[config.mk]
export PLATFORM = sky130hd
export DESIGN_NAME = adf_dma_irq_overflow
export DESIGN_NICKNAME = d
export VERILOG_FILES = /design/src/verilog/adf_pkg.sv /design/src/verilog/adf_dma_irq_overflow.sv
export VERILOG_INCLUDE_DIRS = /design/src /design/src/verilog
export SDC_FILE = /design/constraint.sdc
export NUM_CORES = 1
export LEC_CHECK = 0
export BUFFER_PORTS_ARGS = -buffer_cell sky130_fd_sc_hd__buf_2
export CAP_MARGIN = 25
export CELL_PAD_IN_SITES_DETAIL_PLACEMENT = 0
export CELL_PAD_IN_SITES_GLOBAL_PLACEMENT = 2
export CORE_MARGIN = 1.5
export CORE_UTILIZATION = 35
export CTS_CLUSTER_SIZE = 24
export DETAILED_ROUTE_END_ITERATION = 6
export PLACE_DENSITY = 0.75
export RECOVER_POWER = 100
export SYNTH_ARGS = -nofsm -noshare
export SYNTH_HDL_FRONTEND = slang
export SYNTH_HIERARCHICAL = 1
export SYNTH_SLANG_ARGS = --single-unit
[constraint.sdc]
create_clock -name clk_sys -period 8.71 [get_ports clk_sys]
set_input_delay 1.742 -clock clk_sys [delete_from_list [all_inputs] [get_ports clk_sys]]
set_output_delay 1.742 -clock clk_sys [all_outputs]
set_load 0.01 [all_outputs]
[src/verilog/adf_consts.svh]
// Constants for the converter DMA flag and overflow block.
// Assumes inclusion by the package and the block's single design file.
`ifndef ADF_CONSTS_SVH
`define ADF_CONSTS_SVH

// ----------------------------------------
// Control register bit positions
// ----------------------------------------
`define ADF_CTL_OPS_COMPLETE    7'd6
`define ADF_CTL_CONV1_ERR       7'd4
`define ADF_CTL_CONV0_ERR       7'd3
`define ADF_CTL_WARN_EN         7'd2
`define ADF_CTL_CONV1_WARN      7'd1
`define ADF_CTL_CONV0_WARN      7'd0

// ----------------------------------------
// Configuration register bit positions
// ----------------------------------------
`define ADF_CFG_RPT_IRQ_EN      7'd3
`define ADF_CFG_RPT_FLAG        7'd2
`define ADF_CFG_EOO_IRQ_EN      7'd1
`define ADF_CFG_EOO_FLAG        7'd0

// Interrupt request bit in the second extended interrupt register
`define ADF_IRQ_BIT             7'd7

// ----------------------------------------
// Widths, depths and reset values
// ----------------------------------------
`define ADF_CONV_W              16
`define ADF_FIFO_DEPTH          8
`define ADF_REG_RESET           8'h00

`endif

[src/verilog/adf_pkg.sv]
// Types shared by the converter DMA flag and overflow block.
// Assumes the constants header is on the include path.
`include "adf_consts.svh"

package adf_pkg;

  // One converter's completion strobe with its result
  typedef struct packed {
    logic                   done;
    logic [`ADF_CONV_W-1:0] data;
  } adf_conv_type;

  // One word headed for expansion RAM, tagged with its converter
  typedef struct packed {
    logic                   chan;
    logic [`ADF_CONV_W-1:0] data;
  } adf_ram_word_type;

  // Software clear strobes, one per sticky flag
  typedef struct packed {
    logic opsComplete;
    logic conv1Err;
    logic conv0Err;
    logic conv1Warn;
    logic conv0Warn;
    logic repeatLimit;
    logic endOfOp;
  } adf_flag_clear_type;

endpackage

[src/verilog/adf_dma_irq_overflow.sv]
// Converter-to-RAM double buffering, overflow detection and DMA interrupt flags.
// Assumes results and control strobes are synchronous to clk_sys; RAM side may stall.
// Function
// - Any enabled source flag raises the single DMA interrupt request, bit 7.
// - Set ops-complete flag when all operations end and the interface is idle.
// - Converter 1 error flag, bit 4, when a converter 1 result is lost.
// - Converter 0 error flag, bit 3, when a converter 0 result is lost.
// - Converter 1 warning flag, bit 1, when its result finds buffer still full.
// - Converter 0 warning flag, bit 0, when its result finds buffer still full.
// - Control bit 2 gates both warning flags onto the interrupt.
// - Set repeat-limit flag, configuration bit 2, when the counter hits its limit.
// - Configuration bit 3 gates the repeat-limit flag onto the interrupt.
// - Set end-of-operation flag, configuration bit 0, on an end instruction.
// - Configuration bit 1 gates the end-of-operation flag onto the interrupt.
// - Each path is double-buffered: data register, then internal DMA buffer.
// - A result reaching an empty buffer is copied into it at once.
// - A full buffer goes to RAM at the first cycle access is free.
// - No copy into the buffer until its contents have reached RAM; the code refills it in the cycle they drain into the FIFO.
// - A result arriving while the buffer is unwritten sets that warning flag.
// - A second such result overwrites the data register and sets the error flag.
`timescale 1ns/10ps
`include "adf_consts.svh"

// ----------------------------------------
// Synchronous FIFO with registered storage
// ----------------------------------------
module adf_fifo #(
  parameter int WIDTH = 17,
  parameter int DEPTH = 8
) (
  input  wire logic             clk_sys,
  input  wire logic             rst_b,
  input  wire logic             inValid,
  output logic                  inReady,
  input  wire logic [WIDTH-1:0] inData,
  output logic                  outValid,
  input  wire logic             outReady,
  output logic      [WIDTH-1:0] outData
);
  localparam int PW = (DEPTH > 1) ? $clog2(DEPTH) : 1;
  localparam int CW = $clog2(DEPTH + 1);

  logic [WIDTH-1:0] mem_q [DEPTH];
  logic [PW-1:0]    wrPtr_q;
  logic [PW-1:0]    rdPtr_q;
  logic [CW-1:0]    count_q;
  wire              push = inValid && inReady;
  wire              pop  = outValid && outReady;

  function automatic logic [PW-1:0] ptrNext(input logic [PW-1:0] ptr);
    ptrNext = (ptr == PW'(DEPTH - 1)) ? '0 : ptr + PW'(1);
  endfunction

  assign inReady  = (count_q != CW'(DEPTH));
  assign outValid = (count_q != '0);
  assign outData  = mem_q[rdPtr_q];

  always_ff @(posedge clk_sys) begin
    if (push) begin
      mem_q[wrPtr_q] <= inData;
    end
  end

  always_ff @(posedge clk_sys) begin
    if (!rst_b) begin
      wrPtr_q <= '0;
      rdPtr_q <= '0;
      count_q <= '0;
    end else begin
      if (push) wrPtr_q <= ptrNext(wrPtr_q);
      if (pop) rdPtr_q <= ptrNext(rdPtr_q);
      count_q <= count_q + CW'(push) - CW'(pop);
    end
  end
endmodule

// ----------------------------------------
// Top: flags, interrupt and buffered paths
// ----------------------------------------
module adf_dma_irq_overflow (
  input  wire logic                      clk_sys,
  input  wire logic                      rst_b,
  input  wire adf_pkg::adf_conv_type     conv0In,
  input  wire adf_pkg::adf_conv_type     conv1In,
  input  wire logic                      opsDone,
  input  wire logic                      repeatLimitHit,
  input  wire logic                      endOfOpHit,
  input  wire logic                      overflow_warning_enable,
  input  wire logic                      repeat_limit_irq_enable,
  input  wire logic                      end_of_op_irq_enable,
  input  wire adf_pkg::adf_flag_clear_type flagClear,
  output adf_pkg::adf_ram_word_type      ramWord,
  output logic                           ramValid,
  input  wire logic                      ramReady,
  output logic [7:0]                     dma_control_reg,
  output logic [7:0]                     dma_config_reg,
  output logic                           ext_irq_enable_two_irq
);
  localparam int CHN = 2;

  // ----------------------------------------
  // Per-converter double buffer
  // ----------------------------------------
  adf_pkg::adf_conv_type   convIn [CHN];
  logic [`ADF_CONV_W-1:0]  dataReg_q [CHN];
  logic [`ADF_CONV_W-1:0]  bufData_q [CHN];
  logic [CHN-1:0]          dataPend_q;
  logic [CHN-1:0]          bufFull_q;
  logic [CHN-1:0]          drain;
  logic [CHN-1:0]          bufLoad;
  logic [CHN-1:0]          moveUp;
  logic [CHN-1:0]          warnSet;
  logic [CHN-1:0]          errSet;
  logic                    lastSel_q;
  logic                    fifoInReady;
  logic                    fifoOutValid;
  adf_pkg::adf_ram_word_type fifoOut;
  adf_pkg::adf_ram_word_type fifoIn;

  assign convIn[0] = conv0In;
  assign convIn[1] = conv1In;

  // Round-robin so one busy converter cannot starve the other
  assign drain[0] = bufFull_q[0] && fifoInReady && (!bufFull_q[1] || lastSel_q);
  assign drain[1] = bufFull_q[1] && fifoInReady && (!bufFull_q[0] || !lastSel_q);
  assign fifoIn.chan = drain[1];
  assign fifoIn.data = drain[1] ? bufData_q[1] : bufData_q[0];

  genvar gi;
  generate
    for (gi = 0; gi < CHN; gi++) begin : gPath
      wire done = convIn[gi].done;
      // Buffer counts as busy in the cycle it drains, so a same-cycle result is still a warning
      assign bufLoad[gi] = done && !bufFull_q[gi] && !dataPend_q[gi];
      assign moveUp[gi]  = dataPend_q[gi] && (!bufFull_q[gi] || drain[gi]);
      assign warnSet[gi] = done && (bufFull_q[gi] || dataPend_q[gi]);
      assign errSet[gi]  = done && dataPend_q[gi] && !moveUp[gi];

      always_ff @(posedge clk_sys) begin
        if (!rst_b) begin
          dataReg_q[gi]  <= '0;
          bufData_q[gi]  <= '0;
          dataPend_q[gi] <= 1'b0;
          bufFull_q[gi]  <= 1'b0;
        end else begin
          if (done) dataReg_q[gi] <= convIn[gi].data;
          if (bufLoad[gi]) begin
            bufData_q[gi] <= convIn[gi].data;
          end else if (moveUp[gi]) begin
            bufData_q[gi] <= dataReg_q[gi];
          end
          bufFull_q[gi]  <= bufLoad[gi] || moveUp[gi] || (bufFull_q[gi] && !drain[gi]);
          dataPend_q[gi] <= (done && !bufLoad[gi]) || (dataPend_q[gi] && !moveUp[gi]);
        end
      end
    end
  endgenerate

  adf_fifo #(
    .WIDTH ($bits(adf_pkg::adf_ram_word_type)),
    .DEPTH (`ADF_FIFO_DEPTH)
  ) uFifo (
    .clk_sys  (clk_sys),
    .rst_b    (rst_b),
    .inValid  (|drain),
    .inReady  (fifoInReady),
    .inData   (fifoIn),
    .outValid (fifoOutValid),
    .outReady (!ramValid || ramReady),
    .outData  (fifoOut)
  );

  // ----------------------------------------
  // RAM write stage
  // ----------------------------------------
  always_ff @(posedge clk_sys) begin
    if (!rst_b) begin
      ramValid  <= 1'b0;
      ramWord   <= '0;
      lastSel_q <= 1'b0;
    end else begin
      if (|drain) lastSel_q <= drain[1];
      if (!ramValid || ramReady) begin
        ramValid <= fifoOutValid;
        if (fifoOutValid) ramWord <= fifoOut;
      end
    end
  end

  // ----------------------------------------
  // Sticky flags, enables and interrupt
  // ----------------------------------------
  logic opsPend_q;
  logic ops_complete_flag;
  logic conv1_overflow_error;
  logic conv0_overflow_error;
  logic conv1_overflow_warning;
  logic conv0_overflow_warning;
  logic repeat_limit_flag;
  logic end_of_op_flag;
  logic warnEn_q;
  logic rptEn_q;
  logic eooEn_q;
  logic irqReq;

  // Completion waits until every accepted result has left the block
  wire pathIdle = !(|bufFull_q) && !(|dataPend_q) && !fifoOutValid && !ramValid;
  wire opsSet   = (opsDone || opsPend_q) && pathIdle;

  assign irqReq = ops_complete_flag || conv1_overflow_error || conv0_overflow_error
                  || (warnEn_q && (conv1_overflow_warning || conv0_overflow_warning))
                  || (rptEn_q && repeat_limit_flag)
                  || (eooEn_q && end_of_op_flag);

  always_ff @(posedge clk_sys) begin
    if (!rst_b) begin
      opsPend_q              <= 1'b0;
      ops_complete_flag      <= 1'b0;
      conv1_overflow_error   <= 1'b0;
      conv0_overflow_error   <= 1'b0;
      conv1_overflow_warning <= 1'b0;
      conv0_overflow_warning <= 1'b0;
      repeat_limit_flag      <= 1'b0;
      end_of_op_flag         <= 1'b0;
      warnEn_q               <= 1'b0;
      rptEn_q                <= 1'b0;
      eooEn_q                <= 1'b0;
      ext_irq_enable_two_irq <= 1'b0;
    end else begin
      opsPend_q <= (opsDone || opsPend_q) && !pathIdle;
      // Set beats a same-cycle clear so no event is lost
      ops_complete_flag      <= opsSet || (ops_complete_flag && !flagClear.opsComplete);
      conv1_overflow_error   <= errSet[1] || (conv1_overflow_error && !flagClear.conv1Err);
      conv0_overflow_error   <= errSet[0] || (conv0_overflow_error && !flagClear.conv0Err);
      conv1_overflow_warning <= warnSet[1] || (conv1_overflow_warning && !flagClear.conv1Warn);
      conv0_overflow_warning <= warnSet[0] || (conv0_overflow_warning && !flagClear.conv0Warn);
      repeat_limit_flag      <= repeatLimitHit || (repeat_limit_flag && !flagClear.repeatLimit);
      end_of_op_flag         <= endOfOpHit || (end_of_op_flag && !flagClear.endOfOp);
      warnEn_q               <= overflow_warning_enable;
      rptEn_q                <= repeat_limit_irq_enable;
      eooEn_q                <= end_of_op_irq_enable;
      ext_irq_enable_two_irq <= irqReq;
    end
  end

  assign dma_control_reg = {1'b0, ops_complete_flag, 1'b0, conv1_overflow_error, conv0_overflow_error,
                            warnEn_q, conv1_overflow_warning, conv0_overflow_warning};
  assign dma_config_reg  = {4'h0, rptEn_q, repeat_limit_flag, eooEn_q, end_of_op_flag};
endmodule

==> results_dict.tcl <==
set metrics [dict create \
    status "finished, violations left" \
    violations "capacitance limit, slew limit" \
    grt_util_all_layers_pct 14.1 \
    internal-power_mw 2.50 \
    antenna_cells 0 \
    power_frac_comb_pct 22.2 \
    setup_viol 0 \
    antenna_found_initial 0 \
    ys_types 53 \
    crit_slowest_cell "clkbuf_1" \
    endpoint "bufData_q[0][14]" \
    sequential_cell_area_mm2 0.00697 \
    switching_share_pct 27.6 \
    core-area_mm2 0.0288 \
    hold_viol_final 0 \
    tightestPinTransition_ns 2.50 \
    timing.fmax_ghz 0.179 \
    synth_seq_area_share_pct 68.0 \
    cts_hold_buf 0 \
    ctsRootBufferMaster "clkbuf_16" \
    start_util_pct 35.6 \
    r2r_start "uFifo/count_q[2]" \
    post-dp-hpwl_mm 14.4 \
    cts_buffers 26 \
    final_core_util_pct 40.4 \
    finalCritPeriodShare_pct 64.0 \
    num_rows 62 \
    arrival_ns 5.95 \
    port_buffers 78 \
    rsz0062_at_grt "no" \
    cts_setup_buffers 0 \
    grt_pass1_wl_mm 32.7 \
    clock_skew_ns 0.00955 \
    maxCapViolCount 2 \
    die_x_um 174 \
    vias 5527 \
    fillers 2636 \
    drcViolationCount 0 \
    crit_type "in -> reg" \
    worstSetupStartpointType "input port" \
    dr.pass1.iters 4 \
    cp_slowest_stage_delay_ns 1.77 \
    syn_avg_cell_area_um2 16.1 \
    reg2reg_depth 8 \
    clk_pin_slew_worst_paths_ns 0.06 \
    cp_max_fo 68 \
    area_growth_pct 13.5 \
    grt_pass1_vias 5726 \
    fp.dieArea_mm2 0.0303 \
    multi_input_area_mm2 0.00284 \
    crit_path_end_kind "flip-flop" \
    min_path_type "reg -> reg" \
    pin_count 85 \
    critical_path.top_delay_family "buffers and inverters" \
    synth_seq_cells 248 \
    cp-startpoint "rst_b" \
    clockBufferDepth 3 \
    slew_viol_final 95 \
    vias_per_cell 5.00 \
    required_ns 9.08 \
    ir_worst_vdd_v 0.000134 \
    cp.depth 5 \
    clkPwrFrac_pct 32.2 \
    cts_max_level 1 \
    gp_congestion 0.829 \
    routedWlPerCell_um 19.4 \
    ff2ff_setup_slack_ns 5.19 \
    grt_overflow 0 \
    drtIter0Drc 262 \
    rr_endpoint "uFifo/mem_q[4][1]" \
    clock_latency_ns 0.52 \
    ctsResizeCount 0 \
    tns_ns 0 \
    ant_nets 0 \
    path_cells "buf_2 > clkbuf_1 > inv_1 > nor4_4 > a32o_1" \
    crit_buf_inv 3 \
    p_sw_uw 953 \
    cts_tree "done" \
    leakagePower_nw 4.18 \
    synth_area_mm2 0.0103 \
    clock_sinks 248 \
    layout-drive-gt1-share_pct 16.9 \
    yosysWarningCount 6 \
    finalWirelength_mm 21.5 \
    nets 762 \
    synthCells 638 \
    finalCriticalPeriod_ns 5.57 \
    maxSlewHeadroom_pct -66.7 \
    p_per_area_mw_per_mm2 297 \
    seqPwrFrac_pct 45.6 \
    grt_max_degree 69 \
    die_y_um 174 \
]
## worst min-delay path, cell delays in order, from the launching register on
cell,delay (ns)
dfxtp_1,0.31
o21ai_0,0.06
a21oi_1,0.06
## cell usage in the layout (no fill, tap or decap), types with 3 or more instances in the layout
cell	n
and3_1	32
clkbuf_1	41
clkinv_1	8
buf_2	49
nor2_1	9
inv_1	15
and2_0	3
mux2i_1	6
conb_1	6
a21oi_1	31
mux2_1	16
nand2_1	37
mux4_1	24
clkbuf_16	27
nand2b_1	7
nand3_1	20
nor3_1	5
mux4_2	10
o21ai_0	22
dfxtp_1	47
a32o_1	16
edfxtp_1	200
clkinv_2	4
o22ai_1	4
a2bb2oi_1	14
bufinv_16	4
ha_1	10
and2_1	6
mux2_2	17
## cell usage after synthesis (all sizes together)
library cell	number	share of area, %
a21o	1	0.073
xor2	1	0.085
or3b	2	0.17
buf	35	2.7
edfxtp	200	59
and2	9	0.57
nor2	9	0.33
nand3b	1	0.073
and3	32	2.0
nand3	20	0.98
dfxtp	48	9.4
a311oi	1	0.085
a21boi	1	0.18
a32o	16	1.6
a221o	1	0.098
mux4	34	8.3
ha	10	1.2
conb	1	0.037
o22ai	4	0.24
nand2b	7	0.43
o211ai	2	0.15
o31a	1	0.085
a22oi	1	0.073
a2bb2oi	14	1.2
o31ai	1	0.073
and3b	1	0.085
nor2b	1	0.061
nor3	5	0.24
nor4	3	0.33
fa	1	0.20
o21ai	24	1.3
mux2i	6	0.59
a31oi	1	0.061
nand4	1	0.061
and2b	1	0.073
nand2	37	1.4
nand4b	1	0.085
inv	15	0.55
clkbuf	25	0.93
mux2	33	3.9
a21oi	31	1.5
## cell families (layout without fill, tap and decap cells)
group	Yosys count	in the layout	synth area share [%]
simple gates	130	130	6.80
mux	73	73	12.9
other cells	1	6	0.0366
fa+ha+maj	11	11	1.42
compound gates	99	99	6.71
flops	248	248	68.0
buf+inv	75	153	4.15
xor+xnor	1	1	0.0854
## flip-flops by register name (all words and copies together) (netlist names), 2 cells and up, named ones only
name	count
uFifo/mem_q	136
uFifo/count_q	4
uFifo/rdPtr_q	3
bufData_q	32
dataReg_q	32
ramWord	17
bufFull_q	2
dataPend_q	2
uFifo/wrPtr_q	3
## layer usage
| layer | global-route usage [%] | routed length [um] | share of wire, % |
|---|---|---|---|
| met1 | 17.5 | 9230 | 43 |
| met4 | 2.80 | 399 | 1.9 |
| met3 | 2.34 | 834 | 3.9 |
| met5 | 0 | 0 | 0 |
| met2 | 25.8 | 11000 | 51 |
## power by group through the flow
| stage | Combinational (mW) | Sequential (mW) | Clock, mW |
|---|---|---|---|
| 2_1_floorplan | 0.588 | 1.57 | 0 |
| 3_3_place_gp | 0.744 | 1.63 | 0 |
| 3_5_place_dp | 0.778 | 1.64 | 0 |
| 4_1_cts | 0.781 | 1.61 | 1.13 |
| 5_1_grt | 0.845 | 1.59 | 1.17 |
| 6_report | 0.766 | 1.57 | 1.11 |
## final cells by class
cell class                      count  area share [%]
Clock inverter                     19            1.67
Inverter                           15           0.484
Multi-Input combinational cell    320            24.4
Tap cell                          384            4.13
Clock buffer                       29            5.87
Timing Repair Buffer               90            3.60
Sequential cell                   248            59.9
## how the worst min path moves through the flow
stage / start / to / slack (ns) / cells past startpoint
after global placement: ramWord[1] / ramWord[1] / 0.46 / 2
after floorplan: uFifo/rdPtr_q[1] / flip-flop / 0.45 / 2
final: ramWord[2] / ramWord[2] / 0.47 / 2
after detailed placement: ramWord[2] / ramWord[2] / 0.47 / 2
after global routing: ramWord[1] / ramWord[1] / 0.51 / 2
after CTS: ramWord[2] / ramWord[2] / 0.48 / 2
## through the flow
step	hold slack [ns]	setup slack, ns	instances	area, um2	total power, mW
finish	0.475	3.14	1105	11600	3.45
global route	0.506	2.59	1105	11600	3.61
CTS	0.478	4.65	1104	11900	3.53
detailed placement	0.469	4.12	1056	11000	2.42
global placement	0.465	4.23	1048	10900	2.37
floorplan	0.454	4.79	643	10300	2.16
Power figures use the tool's default switching activity.
